==> src/logic/clf_pkg.sv <==
// Package of constants and types for the control line function block.
package clf_pkg;

  // ==========================================================================
  // Register map
  // ==========================================================================
  localparam logic [3:0] ADDR_CTRL   = 4'h0;
  localparam logic [3:0] ADDR_ANALOG = 4'h1;
  localparam logic [3:0] ADDR_CHAN   = 4'h2;
  localparam logic [3:0] ADDR_STATUS = 4'h3;

  // CTRL fields.
  localparam int CTRL_FUNC_LSB  = 0;
  localparam int CTRL_POL_BIT   = 3;
  localparam int CTRL_FDX_BIT   = 4;
  localparam int CTRL_PROTO_LSB = 5;

  // ANALOG fields.
  localparam int AN_A_MODE_LSB = 0;
  localparam int AN_B_MODE_LSB = 4;
  localparam int AN_A_FREQ_LSB = 8;

  // CHAN fields.
  localparam int CHAN_A_LSB = 0;
  localparam int CHAN_B_LSB = 16;

  // ==========================================================================
  // Reset values and frequency limits
  // ==========================================================================
  localparam logic [15:0] RST_CHAN_A = 16'h0190;
  localparam logic [15:0] RST_CHAN_B = 16'h01f4;
  localparam logic [10:0] FREQ_MIN   = 11'h002;
  localparam logic [10:0] FREQ_MAX   = 11'h7d0;

  // ==========================================================================
  // Enumerations
  // ==========================================================================
  typedef enum logic [2:0] {
    CLF_FUNC_OFF  = 3'b000,
    CLF_FUNC_HEAT = 3'b001,
    CLF_FUNC_RISE = 3'b010,
    CLF_FUNC_FALL = 3'b011,
    CLF_FUNC_HIGH = 3'b100,
    CLF_FUNC_LOW  = 3'b101
  } clf_func_e;

  typedef enum logic [2:0] {
    CLF_PROTO_BIN    = 3'b000,
    CLF_PROTO_ASCII  = 3'b001,
    CLF_PROTO_NMEA   = 3'b010,
    CLF_PROTO_SDI    = 3'b011,
    CLF_PROTO_MB_RTU = 3'b100,
    CLF_PROTO_MB_ASC = 3'b101
  } clf_proto_e;

  typedef enum logic [2:0] {
    CLF_AMODE_I0_20  = 3'b000,
    CLF_AMODE_I4_20  = 3'b001,
    CLF_AMODE_V0_10  = 3'b010,
    CLF_AMODE_V2_10  = 3'b011,
    CLF_AMODE_FREQ   = 3'b100
  } clf_amode_e;

  localparam clf_amode_e RST_AMODE = CLF_AMODE_I4_20;

  // ==========================================================================
  // Carriers
  // ==========================================================================
  typedef struct packed {
    logic [3:0]  addr;
    logic [31:0] wdata;
    logic        wr;
    logic        rd;
  } clf_bus_s;

  typedef struct packed {
    logic       heat_off;
    logic       tel_pulse;
    logic       tel_hold;
    logic       sdi_req;
  } clf_act_s;

  typedef struct packed {
    logic       enable;
    clf_amode_e mode_a;
    clf_amode_e mode_b;
    logic [10:0] freq_a;
    logic [15:0] chan_a;
    logic [15:0] chan_b;
  } clf_analog_s;

endpackage

==> src/logic/clf_top.sv <==
// Control line function logic: heating gate, telegram trigger and analog setup.
//
// Summary of operation
// - An open control contact reads high through the internal pull-up.
// - A contact shorted to analog ground reads low.
// - A low control line requests SDI-12 mode.
// - With the function disabled the line level drives only the SDI-12 request.
// - Heating function forces heating off at the chosen level, else automatic.
// - Rising-edge setting starts one telegram per low-to-high transition.
// - Falling-edge setting starts one telegram per high-to-low transition.
// - Level settings transmit telegrams while the line holds the chosen level.
// - Heating control works in both duplex modes; telegram control only full duplex.
// - Half duplex never sends telegrams autonomously.
// - Half duplex ignores every telegram trigger setting.
// - Half duplex keeps heating control, analog output and SDI-12.
// - The serial port selects half duplex two-wire or full duplex four-wire.
// - Analog outputs run only with the binary protocol selected.
// - Output A offers current, voltage or 2 to 2000 Hz frequency modes.
// - Output B offers current and voltage modes only.
// - Outputs default to channels 400 and 500; channels are configurable.
`timescale 1ns/100ps
module clf_top
(
  input  wire logic              i_clk_sys,
  input  wire logic              i_resetn,
  input  wire logic              i_ctrl_line,
  input  wire logic [3:0]        i_addr,
  input  wire logic [31:0]       i_wdata,
  input  wire logic              i_wr,
  input  wire logic              i_rd,
  output logic [31:0]            o_rdata,
  output logic                   o_heat_off,
  output logic                   o_tel_start,
  output logic                   o_tel_hold,
  output logic                   o_sdi_req,
  output logic                   o_full_duplex,
  output clf_pkg::clf_analog_s   o_analog
);

  // ==========================================================================
  // Synchronised control line
  // ==========================================================================
  logic line_lvl;
  logic line_rise;
  logic line_fall;

  // The pad pull-up makes an open contact read high; the block sees only
  // the resolved level, so an undriven line is high by construction.
  clf_sync u_sync
  (
    .i_clk_sys (i_clk_sys),
    .i_resetn  (i_resetn),
    .i_async   (i_ctrl_line),
    .o_level   (line_lvl),
    .o_rise    (line_rise),
    .o_fall    (line_fall)
  );

  // ==========================================================================
  // State
  // ==========================================================================
  typedef struct packed {
    clf_pkg::clf_func_e  func;
    logic                pol_high;
    logic                fdx;
    clf_pkg::clf_proto_e proto;
    clf_pkg::clf_amode_e mode_a;
    clf_pkg::clf_amode_e mode_b;
    logic [10:0]         freq_a;
    logic [15:0]         chan_a;
    logic [15:0]         chan_b;
    logic [31:0]         rdata;
    clf_pkg::clf_act_s   act;
    clf_pkg::clf_analog_s analog;
  } clf_state_s;

  clf_state_s st;
  clf_state_s next_st;

  // Legal function codes only; an illegal write keeps the previous function.
  function automatic logic func_ok(input logic [2:0] code);
    func_ok = (code <= 3'b101);
  endfunction

  function automatic logic [10:0] clamp_freq(input logic [10:0] f);
    if (f < clf_pkg::FREQ_MIN)
      clamp_freq = clf_pkg::FREQ_MIN;
    else if (f > clf_pkg::FREQ_MAX)
      clamp_freq = clf_pkg::FREQ_MAX;
    else
      clamp_freq = f;
  endfunction

  logic [2:0] wr_func;
  logic [2:0] wr_proto;
  logic [2:0] wr_ma;
  logic [2:0] wr_mb;

  assign wr_func  = i_wdata[clf_pkg::CTRL_FUNC_LSB +: 3];
  assign wr_proto = i_wdata[clf_pkg::CTRL_PROTO_LSB +: 3];
  assign wr_ma    = i_wdata[clf_pkg::AN_A_MODE_LSB +: 3];
  assign wr_mb    = i_wdata[clf_pkg::AN_B_MODE_LSB +: 3];

  always_comb
  begin
    next_st = st;
    next_st.rdata = 32'h0000_0000;
    // ========================================================================
    // Register writes
    // ========================================================================
    if (i_wr)
    begin
      case (i_addr)
        clf_pkg::ADDR_CTRL:
        begin
          if (func_ok(wr_func))
            next_st.func = clf_pkg::clf_func_e'(wr_func);
          next_st.pol_high = i_wdata[clf_pkg::CTRL_POL_BIT];
          next_st.fdx      = i_wdata[clf_pkg::CTRL_FDX_BIT];
          if (wr_proto <= 3'b101)
            next_st.proto = clf_pkg::clf_proto_e'(wr_proto);
        end
        clf_pkg::ADDR_ANALOG:
        begin
          if (wr_ma <= 3'b100)
            next_st.mode_a = clf_pkg::clf_amode_e'(wr_ma);
          if (wr_mb <= 3'b011)
            next_st.mode_b = clf_pkg::clf_amode_e'(wr_mb);
          next_st.freq_a = clamp_freq(i_wdata[clf_pkg::AN_A_FREQ_LSB +: 11]);
        end
        clf_pkg::ADDR_CHAN:
        begin
          next_st.chan_a = i_wdata[clf_pkg::CHAN_A_LSB +: 16];
          next_st.chan_b = i_wdata[clf_pkg::CHAN_B_LSB +: 16];
        end
        default:
        begin
        end
      endcase
    end
    // ========================================================================
    // Register reads
    // ========================================================================
    if (i_rd)
    begin
      case (i_addr)
        clf_pkg::ADDR_CTRL:
          next_st.rdata = {24'h00_0000, st.proto, st.fdx, st.pol_high, st.func};
        clf_pkg::ADDR_ANALOG:
          next_st.rdata = {13'h0000, st.freq_a, 1'b0, st.mode_b, 1'b0, st.mode_a};
        clf_pkg::ADDR_CHAN:
          next_st.rdata = {st.chan_b, st.chan_a};
        clf_pkg::ADDR_STATUS:
          next_st.rdata = {27'h000_0000, line_lvl, st.act};
        default:
          next_st.rdata = 32'h0000_0000;
      endcase
    end
    // ========================================================================
    // Control line actions
    // ========================================================================
    next_st.act.heat_off  = 1'b0;
    next_st.act.tel_pulse = 1'b0;
    next_st.act.tel_hold  = 1'b0;
    next_st.act.sdi_req   = ~line_lvl;
    case (st.func)
      clf_pkg::CLF_FUNC_OFF:
      begin
      end
      // Heating works regardless of duplex mode.
      clf_pkg::CLF_FUNC_HEAT:
        next_st.act.heat_off = (line_lvl == st.pol_high);
      // Telegram triggers need full duplex; half duplex answers requests only.
      clf_pkg::CLF_FUNC_RISE:
        next_st.act.tel_pulse = st.fdx & line_rise;
      clf_pkg::CLF_FUNC_FALL:
        next_st.act.tel_pulse = st.fdx & line_fall;
      clf_pkg::CLF_FUNC_HIGH:
        next_st.act.tel_hold = st.fdx & line_lvl;
      clf_pkg::CLF_FUNC_LOW:
        next_st.act.tel_hold = st.fdx & ~line_lvl;
      default:
      begin
      end
    endcase
    // ========================================================================
    // Analog output setup
    // ========================================================================
    next_st.analog.enable = (st.proto == clf_pkg::CLF_PROTO_BIN);
    next_st.analog.mode_a = st.mode_a;
    next_st.analog.mode_b = st.mode_b;
    next_st.analog.freq_a = st.freq_a;
    next_st.analog.chan_a = st.chan_a;
    next_st.analog.chan_b = st.chan_b;
  end

  // Factory state: function disabled, binary protocol, half duplex.
  always_ff @(posedge i_clk_sys or negedge i_resetn)
  begin
    if (!i_resetn)
    begin
      st          <= '0;
      st.func     <= clf_pkg::CLF_FUNC_OFF;
      st.proto    <= clf_pkg::CLF_PROTO_BIN;
      st.mode_a   <= clf_pkg::RST_AMODE;
      st.mode_b   <= clf_pkg::RST_AMODE;
      st.freq_a   <= clf_pkg::FREQ_MIN;
      st.chan_a   <= clf_pkg::RST_CHAN_A;
      st.chan_b   <= clf_pkg::RST_CHAN_B;
      // The outputs show the factory channel setup during reset already; only
      // the enable waits for the first edge, so nothing is driven too early.
      st.analog.mode_a <= clf_pkg::RST_AMODE;
      st.analog.mode_b <= clf_pkg::RST_AMODE;
      st.analog.freq_a <= clf_pkg::FREQ_MIN;
      st.analog.chan_a <= clf_pkg::RST_CHAN_A;
      st.analog.chan_b <= clf_pkg::RST_CHAN_B;
    end
    else
      st <= next_st;
  end

  assign o_rdata       = st.rdata;
  assign o_heat_off    = st.act.heat_off;
  assign o_tel_start   = st.act.tel_pulse;
  assign o_tel_hold    = st.act.tel_hold;
  assign o_sdi_req     = st.act.sdi_req;
  assign o_full_duplex = st.fdx;
  assign o_analog      = st.analog;
endmodule

==> src/logic/clf_sync.sv <==
// Two-stage synchroniser with edge detection for the control input.
`timescale 1ns/100ps
module clf_sync
(
  input  wire logic i_clk_sys,
  input  wire logic i_resetn,
  input  wire logic i_async,
  output logic      o_level,
  output logic      o_rise,
  output logic      o_fall
);

  // ==========================================================================
  // State
  // ==========================================================================
  typedef struct packed {
    logic meta;
    logic sync;
    logic last;
    logic rise;
    logic fall;
  } clf_sync_s;

  clf_sync_s st;
  clf_sync_s next_st;

  // Idle level is high: the pull-up holds an open contact at one.
  always_comb
  begin
    next_st      = st;
    next_st.meta = i_async;
    next_st.sync = st.meta;
    next_st.last = st.sync;
    next_st.rise = st.sync & ~st.last;
    next_st.fall = ~st.sync & st.last;
  end

  always_ff @(posedge i_clk_sys or negedge i_resetn)
  begin
    if (!i_resetn)
      st <= '{meta: 1'b1, sync: 1'b1, last: 1'b1, rise: 1'b0, fall: 1'b0};
    else
      st <= next_st;
  end

  assign o_level = st.sync;
  assign o_rise  = st.rise;
  assign o_fall  = st.fall;
endmodule

==> config.mk <==
export PLATFORM = sky130hd
export DESIGN_NAME = clf_top
export DESIGN_NICKNAME = d
export VERILOG_FILES = /design/src/logic/clf_pkg.sv /design/src/logic/clf_top.sv /design/src/logic/clf_sync.sv
export SDC_FILE = /design/constraint.sdc
export NUM_CORES = 1
export LEC_CHECK = 0
export BUFFER_PORTS_ARGS = -buffer_cell sky130_fd_sc_hd__buf_2
export CAP_MARGIN = 20
export CORE_ASPECT_RATIO = 1.5
export CORE_MARGIN = 1
export CORE_UTILIZATION = 54
export DETAILED_ROUTE_END_ITERATION = 6
export PLACE_DENSITY_LB_ADDON = 0.05
export SKIP_CTS_REPAIR_TIMING = 1
export SYNTH_ARGS = -nofsm -noshare
export SYNTH_HDL_FRONTEND = slang
export SYNTH_SLANG_ARGS = --single-unit
==> constraint.sdc <==
create_clock -name i_clk_sys -period 1.5 [get_ports i_clk_sys]
set_clock_uncertainty 0.1 [all_clocks]
set_input_delay 0.225 -clock i_clk_sys [delete_from_list [all_inputs] [get_ports i_clk_sys]]
set_output_delay 0.225 -clock i_clk_sys [all_outputs]
set_load 0.02 [all_outputs]
==> results.toml <==
[outcome]
status = "completed"

[worst_setup_path]
end_kind = "primary output"
critPathLaunch = "o_analog[23]$_DFF_PN1_"
worst-path-buf-inv = 1
startpoint_type = "flop"
worstReg2RegStart = "u_sync.o_level$_DFF_PN1_"
crit_chain = "buf_2"
r2r_slack_ps = 320
critical_path_required_ps = 1170
critPathKind = "reg -> out"
rr_worst_depth = 3
critical_path.max_fanout = 1
max_stage_delay_ps = 520
cp.arrival_ps = 1080
critPathTopFamily = "flip-flops"
slowest_stage = "dfstp_2"
reg2reg_to = "o_rdata[4]$_DFF_PN0_"

[die]
die_h_um = 129
dieArea_um2 = 11100
core-area_um2 = 10200
row_count = 45
die_w_um = 86.4
io_pins = 128
start_util = 0.563

[global_route]
grt_pass1_wl_um = 17100
grt_pass1_vias = 3384
track_usage = 0.212
grt_max_degree = 35
grt_antenna_before_repair = 0
gr-total-overflow = 0

[finish]
num-fill-cells = 809
final_area_um2 = 6980
fin_nets = 564
area_growth_pct = 20.9
diodes = 0
drive_gt1_frac = 0.433

[clock_network]
cts_sinks = 148
htreeDepth = 4
cts_tree = "yes"
clkLatencyLatePin_ps = 410
cts_buffer_depth = 2
path_clk_slew_ps = 60
cts_buffers = 17
clockRootBuffer = "clkbuf_16"

[synthesis]
synthArstFlopShare = 1.00
netlist_area_um2 = 5770
synth-main-ff-cell = "dfrtp_1"
avgSynthCellArea_um2 = 13.5
ys_seq_elements = 148
synthesis.nets = 468
syn-instance-count = 427
ys_warn_count = 0
ys_seq_area_frac = 0.647
yosysUniqueCellTypes = 42
synth-edff-count = 0

[worst_hold_path]
hold_class = "in -> reg"
hp-start = "i_wdata[17]"
worstHoldEndpoint = "next_st[1]$_DFFE_PN0P_"
whs_path_depth = 2

[timing]
clock.fmax_mhz = 712
finalSetupViolCount = 0
slew_viol_final = 0
relSlewSlack = 0.722
tightest_slew_ps = 411
final_hold_viol_count = 0
min_period_ps = 1400
min_period_over_period = 0.936
rsz0062_at_grt = "false"
fin_tns_setup_ps = 0

[power]
switching_power_uw = 2810
ir_worst_vdd_mv = 0.923
p_leak_uw = 0.00345
cellPowerDensity_nw_per_um2 = 1560
p_seq_frac = 0.475
p_clk_frac = 0.388
p_int_uw = 8050
power_frac_comb = 0.137
swShare = 0.259

[placement]
dpl_cell_area_um2 = 6170
gp_congestion = 0.790
hpwlAfterDp_um = 7560
port_buffers = 127

[route]
dr.pass1.iters = 4
ant_nets = 0
wl_um = 11100
vias = 3441
wl_per_cell_um = 16.4
drc = 0
drtIter0Drc = 117
viasPerCell = 5.08

[flow_run]
drv_cap = 0
[worst max-delay path by stage]
| stage | endpoint | cells past startpoint |
|---|---|---|
| 2_1_floorplan | next_st[0]$_DFFE_PN0P_ | 5 |
| 3_3_place_gp | st[140]$_DFFE_PN0P_ | 5 |
| 3_5_place_dp | st[140]$_DFFE_PN0P_ | 5 |
| 4_1_cts | o_analog[23] | 1 |
| 5_1_grt | o_analog[46] | 1 |
| 6_report | o_analog[23] | 1 |
[cells in the final DEF (no fill, tap or decap), drive strengths merged, types with 2 or more instances in the layout]
cell	instances
buf	153
dfrtp	121
mux2	47
dfstp	27
dlygate4sd3	21
clkbuf	20
a22oi	18
nor2	17
and3	15
nand2	15
a21oi	11
inv	9
nand3	8
nor3	7
a31oi	6
clkinvlp	4
clkinv	4
bufinv	3
nor4b	3
o22a	2
a21boi	2
a41o	2
o2bb2ai	2
nor4	2
and2	2
[metal layers]
| metal | vias up | GRT usage | routed length, um |
|---|---|---|---|
| li1 | 1586 | - | - |
| met1 | 1743 | 0.243 | 4330 |
| met2 | 102 | 0.366 | 6110 |
| met3 | 10 | 0.0667 | 463 |
| met4 | 0 | 0.0863 | 164 |
| met5 | - | 0 | 0 |
[area by class of cell]
class,count,area (um^2),area share
Clock inverter,12,156,0.0224
Sequential cell,148,3740,0.535
Multi-Input combinational cell,174,1330,0.190
Clock buffer,20,447,0.0640
Tap cell,141,176,0.0253
Timing Repair Buffer,174,1110,0.159
Inverter,8,30.0,0.00430
[cells in the mapped netlist (2+ instances only)]
cell type,number,share of area
dfstp_2,27,0.12
nand2_1,14,0.0091
a22oi_1,18,0.023
a21oi_1,11,0.0095
mux2_1,30,0.059
nand3_1,8,0.0069
nor3_1,7,0.0061
a31oi_1,6,0.0065
clkbuf_1,9,0.0059
buf_2,5,0.0043
a21boi_0,2,0.0026
nor4b_4,2,0.0082
dfrtp_1,121,0.52
and3_1,15,0.016
nor2_1,17,0.011
a41o_1,2,0.0035
buf_4,83,0.11
o2bb2ai_1,2,0.0030
mux2_2,17,0.033
o22a_1,2,0.0030
inv_1,8,0.0052
[state kept, by name, indices dropped and copies added (netlist names)]
register        cells
u_sync.o_level      1
st                  7
next_st            49
o_analog           50
o_tel_start         1
u_sync.o_rise       1
u_sync.next_st      1
u_sync.st           1
o_sdi_req           1
o_heat_off          1
o_tel_hold          1
o_full_duplex       1
u_sync.o_fall       1
o_rdata            32
[through the flow]
step | std cells | total power (uW) | setup WS [ps] | util | hold slack [ps]
2_1_floorplan | 427 | 6410 | 13.9 | - | -171
3_3_place_gp | 624 | 6650 | -49.4 | 0.602 | 21.3
3_5_place_dp | 624 | 6690 | -94.1 | 0.602 | 21.9
4_1_cts | 656 | 10900 | 67.9 | 0.661 | -426
5_1_grt | 677 | 11300 | 56.5 | 0.681 | 1.84
6_report | 677 | 10900 | 96.3 | 0.681 | 2.64
[kinds of logic (layout without fill, tap and decap cells)]
family | Yosys count | count (layout) | synth area share
muxes | 48 | 48 | 0.0934
DFF | 148 | 148 | 0.647
and+or+nand+nor | 73 | 73 | 0.0704
AOI/OAI and AO/OA | 51 | 51 | 0.0626
xor gates and xnor gates | 2 | 2 | 0.00303
buffers and inverters | 105 | 214 | 0.123
[power groups by stage]
stage | clock network (uW) | registers (uW) | logic, uW
after floorplan | 0 | 5120 | 1290
after global placement | 0 | 5200 | 1440
after detailed placement | 0 | 5230 | 1470
after CTS | 4300 | 5170 | 1470
after global routing | 4480 | 5240 | 1610
final | 4210 | 5160 | 1490
Note: power is estimated with default switching activity, not from simulation.
